===== src/common/cfg_pkg.sv =====
// ==========================================================
// Configuration loader constants
`default_nettype none
package cfg_pkg;

  // ==========================================================
  // Clocking
  localparam int unsigned CLK_HZ           = 20_000_000;
  localparam int unsigned CLK_MHZ          = CLK_HZ / 1_000_000;
  localparam int unsigned BOOT_HZ          = 2_500_000;
  // Boot divider, rounded up so the boot rate is never exceeded
  localparam int unsigned BOOT_PERIOD      = (CLK_HZ + BOOT_HZ - 1) / BOOT_HZ;
  localparam int unsigned DEFAULT_RATE_MHZ = 4;
  localparam int unsigned MAX_RATE_MHZ     = 60;
  // Fastest divider the system clock allows
  localparam int unsigned MIN_PERIOD       = 2;
  localparam int unsigned PERIOD_W         = 4;

  // ==========================================================
  // Sequencing
  localparam int unsigned CLEAR_CYCLES     = 16;
  localparam int unsigned ABORT_EDGES      = 4;
  // Straps read once the synchronisers have refilled after reset
  localparam int unsigned MODE_CAPTURE     = 2;
  localparam int unsigned FIFO_DEPTH       = 16;
  localparam logic [31:0] SYNC_WORD        = 32'hA5C3_5AF0;

  // ==========================================================
  // Load modes
  typedef enum logic [1:0] {
    MODE_MASTER = 2'b00,
    MODE_SCAN   = 2'b01,
    MODE_BYTE   = 2'b10,
    MODE_SLAVE  = 2'b11
  } mode_e;

endpackage
`default_nettype wire


===== src/core/cfg_sync.sv =====
`timescale 1ns/10ps
`default_nettype none
// ==========================================================
// Two-stage synchroniser
module cfg_sync #(
  parameter int unsigned W = 1
) (
  input  wire logic         clk,
  input  wire logic         arst_n,
  input  wire logic [W-1:0] async_i,
  output logic      [W-1:0] sync_o
);

  typedef struct packed {
    logic [W-1:0] s1;
    logic [W-1:0] s2;
  } sync_s;

  sync_s st_q;
  sync_s st_d;

  always_comb
  begin
    st_d    = st_q;
    st_d.s1 = async_i;
    st_d.s2 = st_q.s1;
  end

  always_ff @(posedge clk or negedge arst_n)
  begin
    if (!arst_n)
      st_q <= '0;
    else
      st_q <= st_d;
  end

  assign sync_o = st_q.s2;

endmodule
`default_nettype wire


===== src/core/cfg_fifo.sv =====
`timescale 1ns/10ps
`default_nettype none
// ==========================================================
// Byte FIFO between the load ports and the internal bus
module cfg_fifo #(
  parameter int unsigned W     = 8,
  parameter int unsigned DEPTH = 16
) (
  input  wire logic         clk,
  input  wire logic         arst_n,
  input  wire logic         in_valid,
  output logic              in_ready,
  input  wire logic [W-1:0] in_data,
  output logic              out_valid,
  input  wire logic         out_ready,
  output logic      [W-1:0] out_data
);

  localparam int unsigned AW = $clog2(DEPTH);

  typedef struct packed {
    logic [DEPTH-1:0][W-1:0] mem;
    logic [AW:0]             wr;
    logic [AW:0]             rd;
  } fifo_s;

  fifo_s st_q;
  fifo_s st_d;
  logic  full;
  logic  empty;

  // Extra pointer bit tells full from empty
  assign empty     = (st_q.wr == st_q.rd);
  assign full      = (st_q.wr[AW-1:0] == st_q.rd[AW-1:0]) && (st_q.wr[AW] != st_q.rd[AW]);
  assign in_ready  = !full;
  assign out_valid = !empty;
  assign out_data  = st_q.mem[st_q.rd[AW-1:0]];

  always_comb
  begin
    st_d = st_q;
    if (in_valid && !full)
    begin
      st_d.mem[st_q.wr[AW-1:0]] = in_data;
      st_d.wr                   = st_q.wr + 1'b1;
    end
    if (out_ready && !empty)
      st_d.rd = st_q.rd + 1'b1;
  end

  always_ff @(posedge clk or negedge arst_n)
  begin
    if (!arst_n)
      st_q <= '0;
    else
      st_q <= st_d;
  end

endmodule
`default_nettype wire


===== src/core/config_port_loader.sv =====
// Functional notes
// - Master serial samples data on generated rising edge
// - After load, forward serial data to chain output
// - Generated clock starts slow, only speeds up
// - Boot at 2.5 MHz, option default 4 MHz
// - Selected generated rate never above 60 MHz
// - Mode pins 000 or 100 select master serial
// - Mode pins 101 or 001 select scan only
// - Source holds byte while busy is high
// - Byte taken at edge only when busy low
// - Busy rises only on stall or abort
// - Select with write strobe high drives readback
// - Bus line 0 carries byte MSB
// - Packets may span several select assertions
// - Direction change aborts, busy held until done
// - After abort ignore data until sync word
// - Write strobe released under select starts abort
// - Load instruction turns scan bits into bytes
// - Scan loading works in every mode
// - Byte port released or kept after configuration
// - Flag clear complete and configuration complete
`timescale 1ns/10ps
`default_nettype none
module config_port_loader #(
  parameter logic [31:0] SYNC_WORD = cfg_pkg::SYNC_WORD,
  parameter int unsigned DEPTH     = cfg_pkg::FIFO_DEPTH
) (
  input  wire logic       clk,
  input  wire logic       arst_n,
  input  wire logic [2:0] mode_pins,
  input  wire logic       din,
  output logic            dout,
  input  wire logic       cfg_clock_i,
  output logic            cfg_clock_o,
  output logic            cfg_clock_oe_n,
  input  wire logic       cs_n,
  input  wire logic       write_n,
  input  wire logic [7:0] data_i,
  output logic      [7:0] data_o,
  output logic            data_oe_n,
  output logic            busy,
  input  wire logic       jtag_tck,
  input  wire logic       jtag_tdi,
  input  wire logic       jtag_shift_dr,
  input  wire logic       cfg_load_instr,
  input  wire logic [5:0] rate_opt_mhz,
  input  wire logic       rate_opt_load,
  input  wire logic       retain_port,
  input  wire logic       load_complete,
  input  wire logic [7:0] rb_data,
  input  wire logic       rb_valid,
  output logic            rb_ready,
  output logic      [7:0] cfg_bus_data,
  output logic            cfg_bus_valid,
  input  wire logic       cfg_bus_ready,
  output logic            init_done,
  output logic            cfg_done
);

  // ==========================================================
  // Helpers
  function automatic logic [7:0] bitrev(input logic [7:0] b);
    logic [7:0] r;
    r = '0;
    for (int i = 0; i < 8; i++)
      r[i] = b[7-i];
    return r;
  endfunction

  function automatic cfg_pkg::mode_e mode_decode(input logic [2:0] m);
    cfg_pkg::mode_e r;
    unique case (m[1:0])
      2'b00: r = cfg_pkg::MODE_MASTER;
      2'b01: r = cfg_pkg::MODE_SCAN;
      2'b10: r = cfg_pkg::MODE_BYTE;
      2'b11: r = cfg_pkg::MODE_SLAVE;
    endcase
    return r;
  endfunction

  // Smallest divider whose rate does not exceed the request, or 15 if none does
  function automatic logic [cfg_pkg::PERIOD_W-1:0] rate_period(input logic [5:0] mhz);
    logic [cfg_pkg::PERIOD_W-1:0] p;
    p = 4'hF;
    for (int i = 15; i >= int'(cfg_pkg::MIN_PERIOD); i--)
      if (i * int'(mhz) >= int'(cfg_pkg::CLK_MHZ))
        p = 4'(i);
    return p;
  endfunction

  // ==========================================================
  // Pin synchronisers
  logic [18:0] sync_q;
  logic [2:0]  mode_s;
  logic        din_s;
  logic        lclk_s;
  logic        cs_n_s;
  logic        write_n_s;
  logic [7:0]  data_s;
  logic        tck_s;
  logic        tdi_s;
  logic        sdr_s;
  logic        instr_s;

  cfg_sync #(
    .W (19)
  ) u_sync (
    .clk     (clk),
    .arst_n  (arst_n),
    .async_i ({mode_pins, din, cfg_clock_i, cs_n, write_n, data_i,
               jtag_tck, jtag_tdi, jtag_shift_dr, cfg_load_instr}),
    .sync_o  (sync_q)
  );

  assign {mode_s, din_s, lclk_s, cs_n_s, write_n_s, data_s, tck_s, tdi_s, sdr_s, instr_s} = sync_q;

  // ==========================================================
  // State
  typedef struct packed {
    cfg_pkg::mode_e               mode;
    logic                         mode_seen;
    logic [7:0]                   clr_cnt;
    logic                         init_done;
    logic                         done;
    logic [cfg_pkg::PERIOD_W-1:0] period;
    logic [cfg_pkg::PERIOD_W-1:0] div_cnt;
    logic                         rate_loaded;
    logic                         cfg_clock;
    logic [2:0]                   bit_cnt;
    logic [7:0]                   shreg;
    logic                         dout;
    logic                         lclk;
    logic                         tck;
    logic                         cs_prev;
    logic                         wr_prev;
    logic                         busy;
    logic [2:0]                   abort_cnt;
    logic                         aligned;
    logic [31:0]                  sync_sh;
    logic [7:0]                   rd;
    logic                         rb_take;
    logic                         push;
    logic [7:0]                   push_data;
  } loader_s;

  loader_s st_q;
  loader_s st_d;
  logic    fifo_in_ready;
  logic    room;
  logic    ms_rise;
  logic    link_rise;
  logic    tck_rise;
  logic    port_en;
  logic    cs_act;
  logic    wr_act;

  // Leave a slot free while a push is still in flight
  assign room      = fifo_in_ready && !st_q.push;
  assign ms_rise   = (st_q.mode == cfg_pkg::MODE_MASTER) && st_q.init_done && room &&
                     (st_q.div_cnt >= st_q.period - 1'b1);
  assign link_rise = lclk_s && !st_q.lclk;
  assign tck_rise  = tck_s && !st_q.tck;
  assign port_en   = (st_q.mode == cfg_pkg::MODE_BYTE) && st_q.init_done &&
                     (!st_q.done || retain_port);
  assign cs_act    = !cs_n_s;
  assign wr_act    = !write_n_s;

  always_comb
  begin
    st_d         = st_q;
    st_d.push    = 1'b0;
    st_d.rb_take = 1'b0;
    st_d.lclk    = lclk_s;
    st_d.tck     = tck_s;

    // ==========================================================
    // Mode capture and clearing phase
    if (!st_q.mode_seen && (st_q.clr_cnt == 8'(cfg_pkg::MODE_CAPTURE)))
    begin
      st_d.mode      = mode_decode(mode_s);
      st_d.mode_seen = 1'b1;
    end
    if (!st_q.init_done)
    begin
      st_d.clr_cnt = st_q.clr_cnt + 8'h01;
      if (st_q.clr_cnt == 8'(cfg_pkg::CLEAR_CYCLES - 1))
        st_d.init_done = 1'b1;
    end
    if (load_complete && st_q.init_done)
      st_d.done = 1'b1;

    // ==========================================================
    // Generated clock; only ever moves to a shorter period
    if (rate_opt_load && !st_q.rate_loaded)
    begin
      st_d.rate_loaded = 1'b1;
      if (rate_opt_mhz == 6'h00)
        st_d.period = rate_period(6'(cfg_pkg::DEFAULT_RATE_MHZ));
      else if ((rate_opt_mhz <= 6'(cfg_pkg::MAX_RATE_MHZ)) &&
               (rate_period(rate_opt_mhz) < st_q.period))
        st_d.period = rate_period(rate_opt_mhz);
    end
    if ((st_q.mode == cfg_pkg::MODE_MASTER) && st_q.init_done && room)
    begin
      if (ms_rise)
        st_d.div_cnt = '0;
      else
        st_d.div_cnt = st_q.div_cnt + 1'b1;
      // Rises only at the wrap; a stray edge would shift the PROM early
      st_d.cfg_clock = ms_rise || (st_q.cfg_clock && (st_d.div_cnt < (st_q.period >> 1)));
    end

    // ==========================================================
    // Master serial shifting and chain forwarding
    if (ms_rise)
    begin
      if (st_q.done)
        st_d.dout = din_s;
      else
      begin
        st_d.shreg   = {st_q.shreg[6:0], din_s};
        st_d.bit_cnt = st_q.bit_cnt + 3'h1;
        if (st_q.bit_cnt == 3'h7)
        begin
          st_d.push      = 1'b1;
          st_d.push_data = {st_q.shreg[6:0], din_s};
        end
      end
    end

    // ==========================================================
    // Scan loading; cannot stall, so a full FIFO drops the byte
    if (tck_rise && instr_s && sdr_s)
    begin
      st_d.shreg   = {st_q.shreg[6:0], tdi_s};
      st_d.bit_cnt = st_q.bit_cnt + 3'h1;
      if (st_q.bit_cnt == 3'h7)
      begin
        st_d.push      = room;
        st_d.push_data = {st_q.shreg[6:0], tdi_s};
      end
    end

    // ==========================================================
    // Byte port, inputs taken on the link rising edge; select release is seen at any cycle
    if (link_rise && port_en)
    begin
      if (st_q.abort_cnt != 3'h0)
        st_d.abort_cnt = st_q.abort_cnt - 3'h1;
      if (cs_act && st_q.cs_prev && (wr_act != st_q.wr_prev))
      begin
        st_d.abort_cnt = 3'(cfg_pkg::ABORT_EDGES);
        st_d.aligned   = 1'b0;
      end
      else if (cs_act && wr_act && !st_q.busy && room)
      begin
        st_d.sync_sh = {st_q.sync_sh[23:0], bitrev(data_s)};
        if (st_q.aligned)
        begin
          st_d.push      = 1'b1;
          st_d.push_data = bitrev(data_s);
        end
        else if ({st_q.sync_sh[23:0], bitrev(data_s)} == SYNC_WORD)
          st_d.aligned = 1'b1;
      end
      else if (cs_act && !wr_act && rb_valid && st_q.abort_cnt == 3'h0)
      begin
        st_d.rd      = bitrev(rb_data);
        st_d.rb_take = 1'b1;
      end
      st_d.cs_prev = cs_act;
      st_d.wr_prev = wr_act;
    end
    if (port_en && !cs_act)
      st_d.cs_prev = 1'b0;

    // Busy only reflects a stalled sink or a running abort
    st_d.busy = port_en && ((st_d.abort_cnt != 3'h0) || !fifo_in_ready);
  end

  always_ff @(posedge clk or negedge arst_n)
  begin
    if (!arst_n)
    begin
      st_q         <= '0;
      st_q.period  <= 4'(cfg_pkg::BOOT_PERIOD);
      st_q.aligned <= 1'b1;
      st_q.mode    <= cfg_pkg::MODE_SLAVE;
    end
    else
      st_q <= st_d;
  end

  // ==========================================================
  // Buffer towards the internal configuration bus
  cfg_fifo #(
    .W     (8),
    .DEPTH (DEPTH)
  ) u_fifo (
    .clk       (clk),
    .arst_n    (arst_n),
    .in_valid  (st_q.push),
    .in_ready  (fifo_in_ready),
    .in_data   (st_q.push_data),
    .out_valid (cfg_bus_valid),
    .out_ready (cfg_bus_ready),
    .out_data  (cfg_bus_data)
  );

  // ==========================================================
  // Outputs
  assign dout           = st_q.dout;
  assign cfg_clock_o    = st_q.cfg_clock;
  assign cfg_clock_oe_n = !(st_q.mode == cfg_pkg::MODE_MASTER);
  assign data_o         = st_q.rd;
  assign data_oe_n      = !(port_en && cs_act && !wr_act);
  assign busy           = st_q.busy;
  assign rb_ready       = st_q.rb_take;
  assign init_done      = st_q.init_done;
  assign cfg_done       = st_q.done;
endmodule
`default_nettype wire


===== config.mk =====
export PLATFORM = sky130hd
export DESIGN_NAME = config_port_loader
export DESIGN_NICKNAME = d
export VERILOG_FILES = /design/src/common/cfg_pkg.sv /design/src/core/cfg_sync.sv /design/src/core/cfg_fifo.sv /design/src/core/config_port_loader.sv
export SDC_FILE = /design/constraint.sdc
export NUM_CORES = 1
export LEC_CHECK = 0
export BUFFER_PORTS_ARGS = -buffer_cell sky130_fd_sc_hd__buf_2
export CAP_MARGIN = 20
export CORE_ASPECT_RATIO = 1.25
export CORE_MARGIN = 2
export CORE_UTILIZATION = 62
export CTS_BUF_LIST = sky130_fd_sc_hd__clkbuf_16
export DETAILED_ROUTE_END_ITERATION = 8
export PLACE_DENSITY = 0.79
export RECOVER_POWER = 25
export REMOVE_ABC_BUFFERS = 1
export SLEW_MARGIN = 15
export SYNTH_ARGS = -nofsm -noshare
export SYNTH_HDL_FRONTEND = slang
export SYNTH_HIERARCHICAL = 1
export SYNTH_SLANG_ARGS = --single-unit
export TNS_END_PERCENT = 1

===== constraint.sdc =====
create_clock -name clk -period 3.7 [get_ports clk]
set_input_delay 0.37 -clock clk [delete_from_list [all_inputs] [get_ports clk]]
set_output_delay 0.37 -clock clk [all_outputs]
set_load 0.01 [all_outputs]

==> impl_metrics.toml, run 1 <==
[die]
ios = 65
coreArea_um2 = 21400
die_w_um = 135
num_rows = 60
die-area_um2 = 22800
die_y_um = 168
initial_core_util = 0.626

[clock_tree]
cts_tree = "built"
htree_levels = 1
numCtsBuffers = 26
cts_root_buf = "clkbuf_16"
cts_sinks = 259
cts.reportedPaths.clkPinSlew_ns = 0.06
cts_max_path_buffers = 3
worstSkewPairLatency_ns = 0.53

[critical_path]
cp.required_ns = 4.11
worst_path_max_delay_cell = "or4_1"
max_stage_delay_ns = 0.57
crit_path_start_kind = "input pin"
r2r_slack_ns = 0.37
cp.depth = 14
crit_buf_inv = 1
worstPathMaxFanout = 10
critPathKind = "in2reg"
critPathTopFamily = "compound AO/OA/AOI/OAI gates"
crit_chain = "clkbuf_4 -> ha_1 -> xnor2_1 -> ha_1 -> ha_1 -> a21o_1 -> a21oi_1 -> xnor2_1 -> or4_1 -> a311oi_1 -> a311oi_1 -> o211ai_2 -> o211ai_2 -> a32o_1"
crit_top_cell = "ha_1"
setup.worst_path.end_class = "register"
cp.arrival_ns = 4.02
r2r_cells = 12

[detailed_routing]
first_pass_iters = 4
drc_errors = 0
routed_wl_um = 27700
wl_per_cell_um = 18.8
viasPerCell = 5.91
drtIter0Drc = 350
final_antenna_net_count = 0
vias = 8723

[global_routing]
track_usage = 0.255
grt_pass1_wl_um = 47000
grt_overflow = 0
grt_pass1_vias = 9621
antenna_found_initial = 0
grt_max_degree = 118

[worst_hold_path]
worstHoldPathCells = 2
hold_class = "in2reg"

[layout]
seqCellArea_um2 = 6490
num-nets-final = 1312
fillers = 1406
drive_gt1_frac = 0.348
finish.utilization = 0.726
multi_input_area_um2 = 6580
syn_to_final_growth_pct = 16.1
num_antenna_cells = 0

[run]
drv_cap = 0

[power]
power_density_nw_per_um2 = 514
p_clk_frac = 0.340
swShare = 0.308
comb_power_share = 0.249
p_int_mw = 5.53
p_leak_nw = 7.47
ir_drop_uv = 392
power_frac_seq = 0.411
power.switching_mw = 2.46

[timing]
post-route-period-util = 0.974
slew_viol_final = 0
finalCriticalPeriod_ns = 3.60
hold_violations = 0
max_slew.worst_pin.slew_ns = 1.08
clock_skew_ns = 0.0135
fmax_ghz = 0.278
setup_viol = 0
relSlewSlack = 0.270
setup_ws_ns = 0.0968
whs_ns = 0.0506
grt_setup_unrepaired = "true"

[yosys]
syn_area_per_cell_um2 = 12.9
synth_cells = 1037
synth_area_um2 = 13400
yosys_warnings = 6

[run_status]
status = "finished clean"

[placed_design]
dp_slack_ns = -0.611
finalWeightedCongestion = 0.891
port_buffers = 63
dp_hpwl_um = 19300
metrics by stage:
step	cells	total power, mW	area, um2	setup TNS (ns)
2_1_floorplan	995	4.58	13200	-20.82
3_3_place_gp	1409	5.23	14400	-1.27
3_5_place_dp	1409	5.29	14400	-2.35
4_1_cts	1475	8.05	15500	0
5_1_grt	1476	8.41	15500	-0.223
6_report	1476	7.99	15500	0
power groups by stage:
stage	registers [mW]	clock network (mW)	logic [mW]
floorplan	3.41	0	1.17
global placement	3.32	0	1.91
detailed placement	3.33	0	1.96
CTS	3.28	2.77	1.99
global route	3.32	2.89	2.21
finish	3.29	2.72	1.99
layer usage:
| layer | routed length [um] | up-vias | global-route usage | part of all wire |
|---|---|---|---|---|
| met2 | 14800 | 194 | 0.465 | 0.53 |
| li1 | - | 4055 | - | - |
| met4 | 773 | 0 | 0.0856 | 0.028 |
| met1 | 11000 | 4419 | 0.310 | 0.40 |
| met3 | 1170 | 55 | 0.0355 | 0.042 |
| met5 | 0 | - | 0 | 0 |
path summary, 6_finish.rpt:
| path | from | end |
|---|---|---|
| setup / recovery | rate_opt_mhz[1] | st_q[78] |
| hold / removal | rate_opt_load | st_q[72] |
| setup reg to reg | u_fifo/st_q[7] | st_q[2] |
| hold reg to reg | u_sync/st_d[5] | u_sync/sync_o[5] |
| max in group asynchronous | arst_n | u_fifo/st_q[105] |
| min in group asynchronous | arst_n | u_fifo/st_q[9] |
area by class of cell:
type | instances | area share
Tap cell | 279 | 0.0225
Timing Repair Buffer | 155 | 0.0699
Multi-Input combinational cell | 699 | 0.424
Clock inverter | 21 | 0.0155
Clock buffer | 26 | 0.0419
Sequential cell | 259 | 0.418
Inverter | 37 | 0.00894
cell usage in the layout (no fill, tap or decap), types with 9 or more instances in the layout:
| cell type | instances |
|---|---|
| xnor2_1 | 23 |
| mux2_2 | 175 |
| nor2_1 | 33 |
| mux2i_1 | 34 |
| o21ai_0 | 32 |
| a22oi_1 | 9 |
| buf_4 | 70 |
| dlygate4sd3_1 | 19 |
| inv_1 | 40 |
| nand2b_1 | 11 |
| clkbuf_16 | 26 |
| nand2_1 | 48 |
| nand4_1 | 12 |
| fa_1 | 14 |
| nand3_1 | 16 |
| ha_1 | 80 |
| nor2b_1 | 9 |
| a21oi_1 | 34 |
| dfrtp_1 | 253 |
| mux4_2 | 24 |
| xor2_1 | 11 |
| buf_2 | 60 |
flip-flops by register name, indices dropped and copies added (netlist names):
name and flops:
cfg_done 1, u_fifo/st_q 138, dout 1, cfg_clock_o 1
u_sync/st_d 18, st_q 71, u_sync/sync_o 18, busy 1
init_done 1, data_o 8, rb_ready 1
timing repair:
action	4_1_cts	5_1_grt
hold buffers	19	0
buffers inserted	0	1
hold endpoints to repair	129	0
pin swaps	0	4
gates resized for setup	1	15
endpoints found under the setup margin	3	4
No activity file was read; power rests on OpenSTA's default activity.
==> run 2, diff against run 1 <==
--- a/config.mk
+++ b/config.mk
@@ -7,7 +7,7 @@
 export LEC_CHECK = 0
 export BUFFER_PORTS_ARGS = -buffer_cell sky130_fd_sc_hd__buf_2
 export CAP_MARGIN = 20
-export CORE_ASPECT_RATIO = 1.25
+export CORE_ASPECT_RATIO = 0.8
 export CORE_MARGIN = 2
 export CORE_UTILIZATION = 62
 export CTS_BUF_LIST = sky130_fd_sc_hd__clkbuf_16
@@ -15,7 +15,7 @@
 export PLACE_DENSITY = 0.79
 export RECOVER_POWER = 25
 export REMOVE_ABC_BUFFERS = 1
-export SLEW_MARGIN = 15
+export SLEW_MARGIN = 20
 export SYNTH_ARGS = -nofsm -noshare
 export SYNTH_HDL_FRONTEND = slang
 export SYNTH_HIERARCHICAL = 1
==> run 2 against run 1 <==
  * The flow now finishes with violations (max-capacitance violations, max-slew violations)
  * First-iteration DRC count is 110% higher
  * Via count up 2.9%
  * Non-clock buffer count unchanged
  * Critical endpoint unchanged
==> impl_metrics.toml, run 2 (same netlist as run 1, synthesis figures left out) <==
[run_status]
status = "complete, but fails checks"
violations = "max-capacitance violations, max-slew violations"

[global_routing]
grt_pass1_vias = 9146
antenna_found_initial = 0
grt_pass1_wl_um = 49100
grt_overflow = 0
track_usage = 0.274
grt_max_degree = 87

[timing]
hold_violations = 0
relSlewSlack = -0.449
setup_viol = 0
whs_ns = 0.0602
fmax_ghz = 0.282
slew_viol_final = 86
grt_setup_unrepaired = "false"
post-route-period-util = 0.960
finalCriticalPeriod_ns = 3.55
setup_ws_ns = 0.150
clock_skew_ns = 0.0132
max_slew.worst_pin.slew_ns = 2.17

[layout]
fillers = 1480
seqCellArea_um2 = 6490
stdcell_count = 1471
largest-register = "u_fifo/st_q"
multi_input_area_um2 = 6580
num_antenna_cells = 0
drive_gt1_frac = 0.338
num-nets-final = 1311
layout_common_cells = "253 x dfrtp_1, 175 x mux2_2, 80 x ha_1, 68 x buf_4, 61 x buf_2"
final_common_cell = "dfrtp_1"
syn_to_final_growth_pct = 14.7
largest_reg_flops = 138
top_regs = "u_fifo/st_q x138, st_q x71"
finish.utilization = 0.718
post-route-cell-area_um2 = 15300

[power]
power_density_nw_per_um2 = 500
swShare = 0.330
power_frac_seq = 0.431
power.switching_mw = 2.54
ir_drop_uv = 429
comb_power_share = 0.271
p_clk_frac = 0.298
p_leak_nw = 7.43
p_int_mw = 5.14

[detailed_routing]
first_pass_iters = 6
final_antenna_net_count = 0
viasPerCell = 6.10
drc_errors = 0
wl_per_cell_um = 20.5
routed_wl_um = 30200
vias = 8978
drtIter0Drc = 750

[die]
die_w_um = 168
num_rows = 48
ios = 65
initial_core_util = 0.626
coreArea_um2 = 21400
die-area_um2 = 22800
die_y_um = 135

[worst_hold_path]
hold_class = "in2reg"

[clock_tree]
cts_tree = "built"
cts.reportedPaths.clkPinSlew_ns = 0.06
cts_sinks = 259
worstSkewPairLatency_ns = 0.53
htree_levels = 1
cts_max_path_buffers = 3
cts_root_buf = "clkbuf_16"
numCtsBuffers = 25

[placed_design]
place_area_um2 = 14400
dp_hpwl_um = 20500
place_inst = 1404
finalWeightedCongestion = 0.919
port_buffers = 63
dp_slack_ns = -0.476

[critical_path]
critPathKind = "in2reg"
cp.required_ns = 4.11
cp.arrival_ns = 3.96
setup.worst_path.end_class = "register"
crit_path_start_kind = "input pin"
worstPathMaxFanout = 3

[run]
drv_cap = 1
[run 2: path summary, 6_finish.rpt]
path	from	end	slack (ns)	depth (start not counted)
max	rate_opt_mhz[3]	st_q[78]	0.15	17
min	load_complete	cfg_done	0.06	2
max reg2reg	u_fifo/st_q[7]	st_q[5]	0.43	12
min reg2reg	u_sync/st_d[3]	u_sync/sync_o[3]	0.34	0
max in group asynchronous	arst_n	u_sync/sync_o[4]	0.66	3
min in group asynchronous	arst_n	u_fifo/st_q[132]	1.03	2
[run 2: per-layer routing]
metal / vias up / share of wire / track usage
met5: - / 0 / 0
met4: 0 / 0.018 / 0.0575
met3: 51 / 0.056 / 0.0438
met2: 277 / 0.46 / 0.430
met1: 4580 / 0.47 / 0.409
li1: 4070 / - / -
[run 2: worst max-delay path, stage by stage]
cell      delay (ns)
buf_2           0.12
ha_1            0.29
ha_1            0.23
fa_1            0.41
xor2_1          0.16
or4_1           0.42
a221oi_2        0.34
nand2_1         0.12
nor2_1          0.17
nand2_1         0.07
a21oi_1         0.14
o21ai_1         0.10
ha_1            0.29
and3_1          0.20
o211ai_2        0.13
buf_4           0.17
a32o_1          0.23
[run 2: power groups by stage]
stage          combinational [mW]  sequential [mW]  clock (mW)
2_1_floorplan                1.17             3.41           0
3_3_place_gp                 1.97             3.34           0
3_5_place_dp                 2.02             3.35           0
4_1_cts                      2.06             3.30        2.32
5_1_grt                      2.27             3.34        2.44
6_report                     2.08             3.31        2.29
[run 2: layout make-up]
cell class / count / area share
well taps: 275 / 0.0224
multi-input cells: 699 / 0.429
clock buffers: 25 / 0.0408
flip-flops and latches: 259 / 0.423
clock inverters: 21 / 0.00677
inverters: 37 / 0.00905
repair buffers: 155 / 0.0696
[run 2: what timing repair did]
item	in CTS	in global routing
setup endpoints to repair	0	4
setup buffers	0	1
hold buffers	19	0
resized for setup	0	13
endpoints found under the hold margin	99	0
[run 2: stage by stage]
stage | power (mW) | setup TNS [ns]
2_1_floorplan | 4.58 | -20.82
3_3_place_gp | 5.31 | -1.32
3_5_place_dp | 5.37 | -1.82
4_1_cts | 7.68 | 0
5_1_grt | 8.04 | 0
6_report | 7.67 | 0
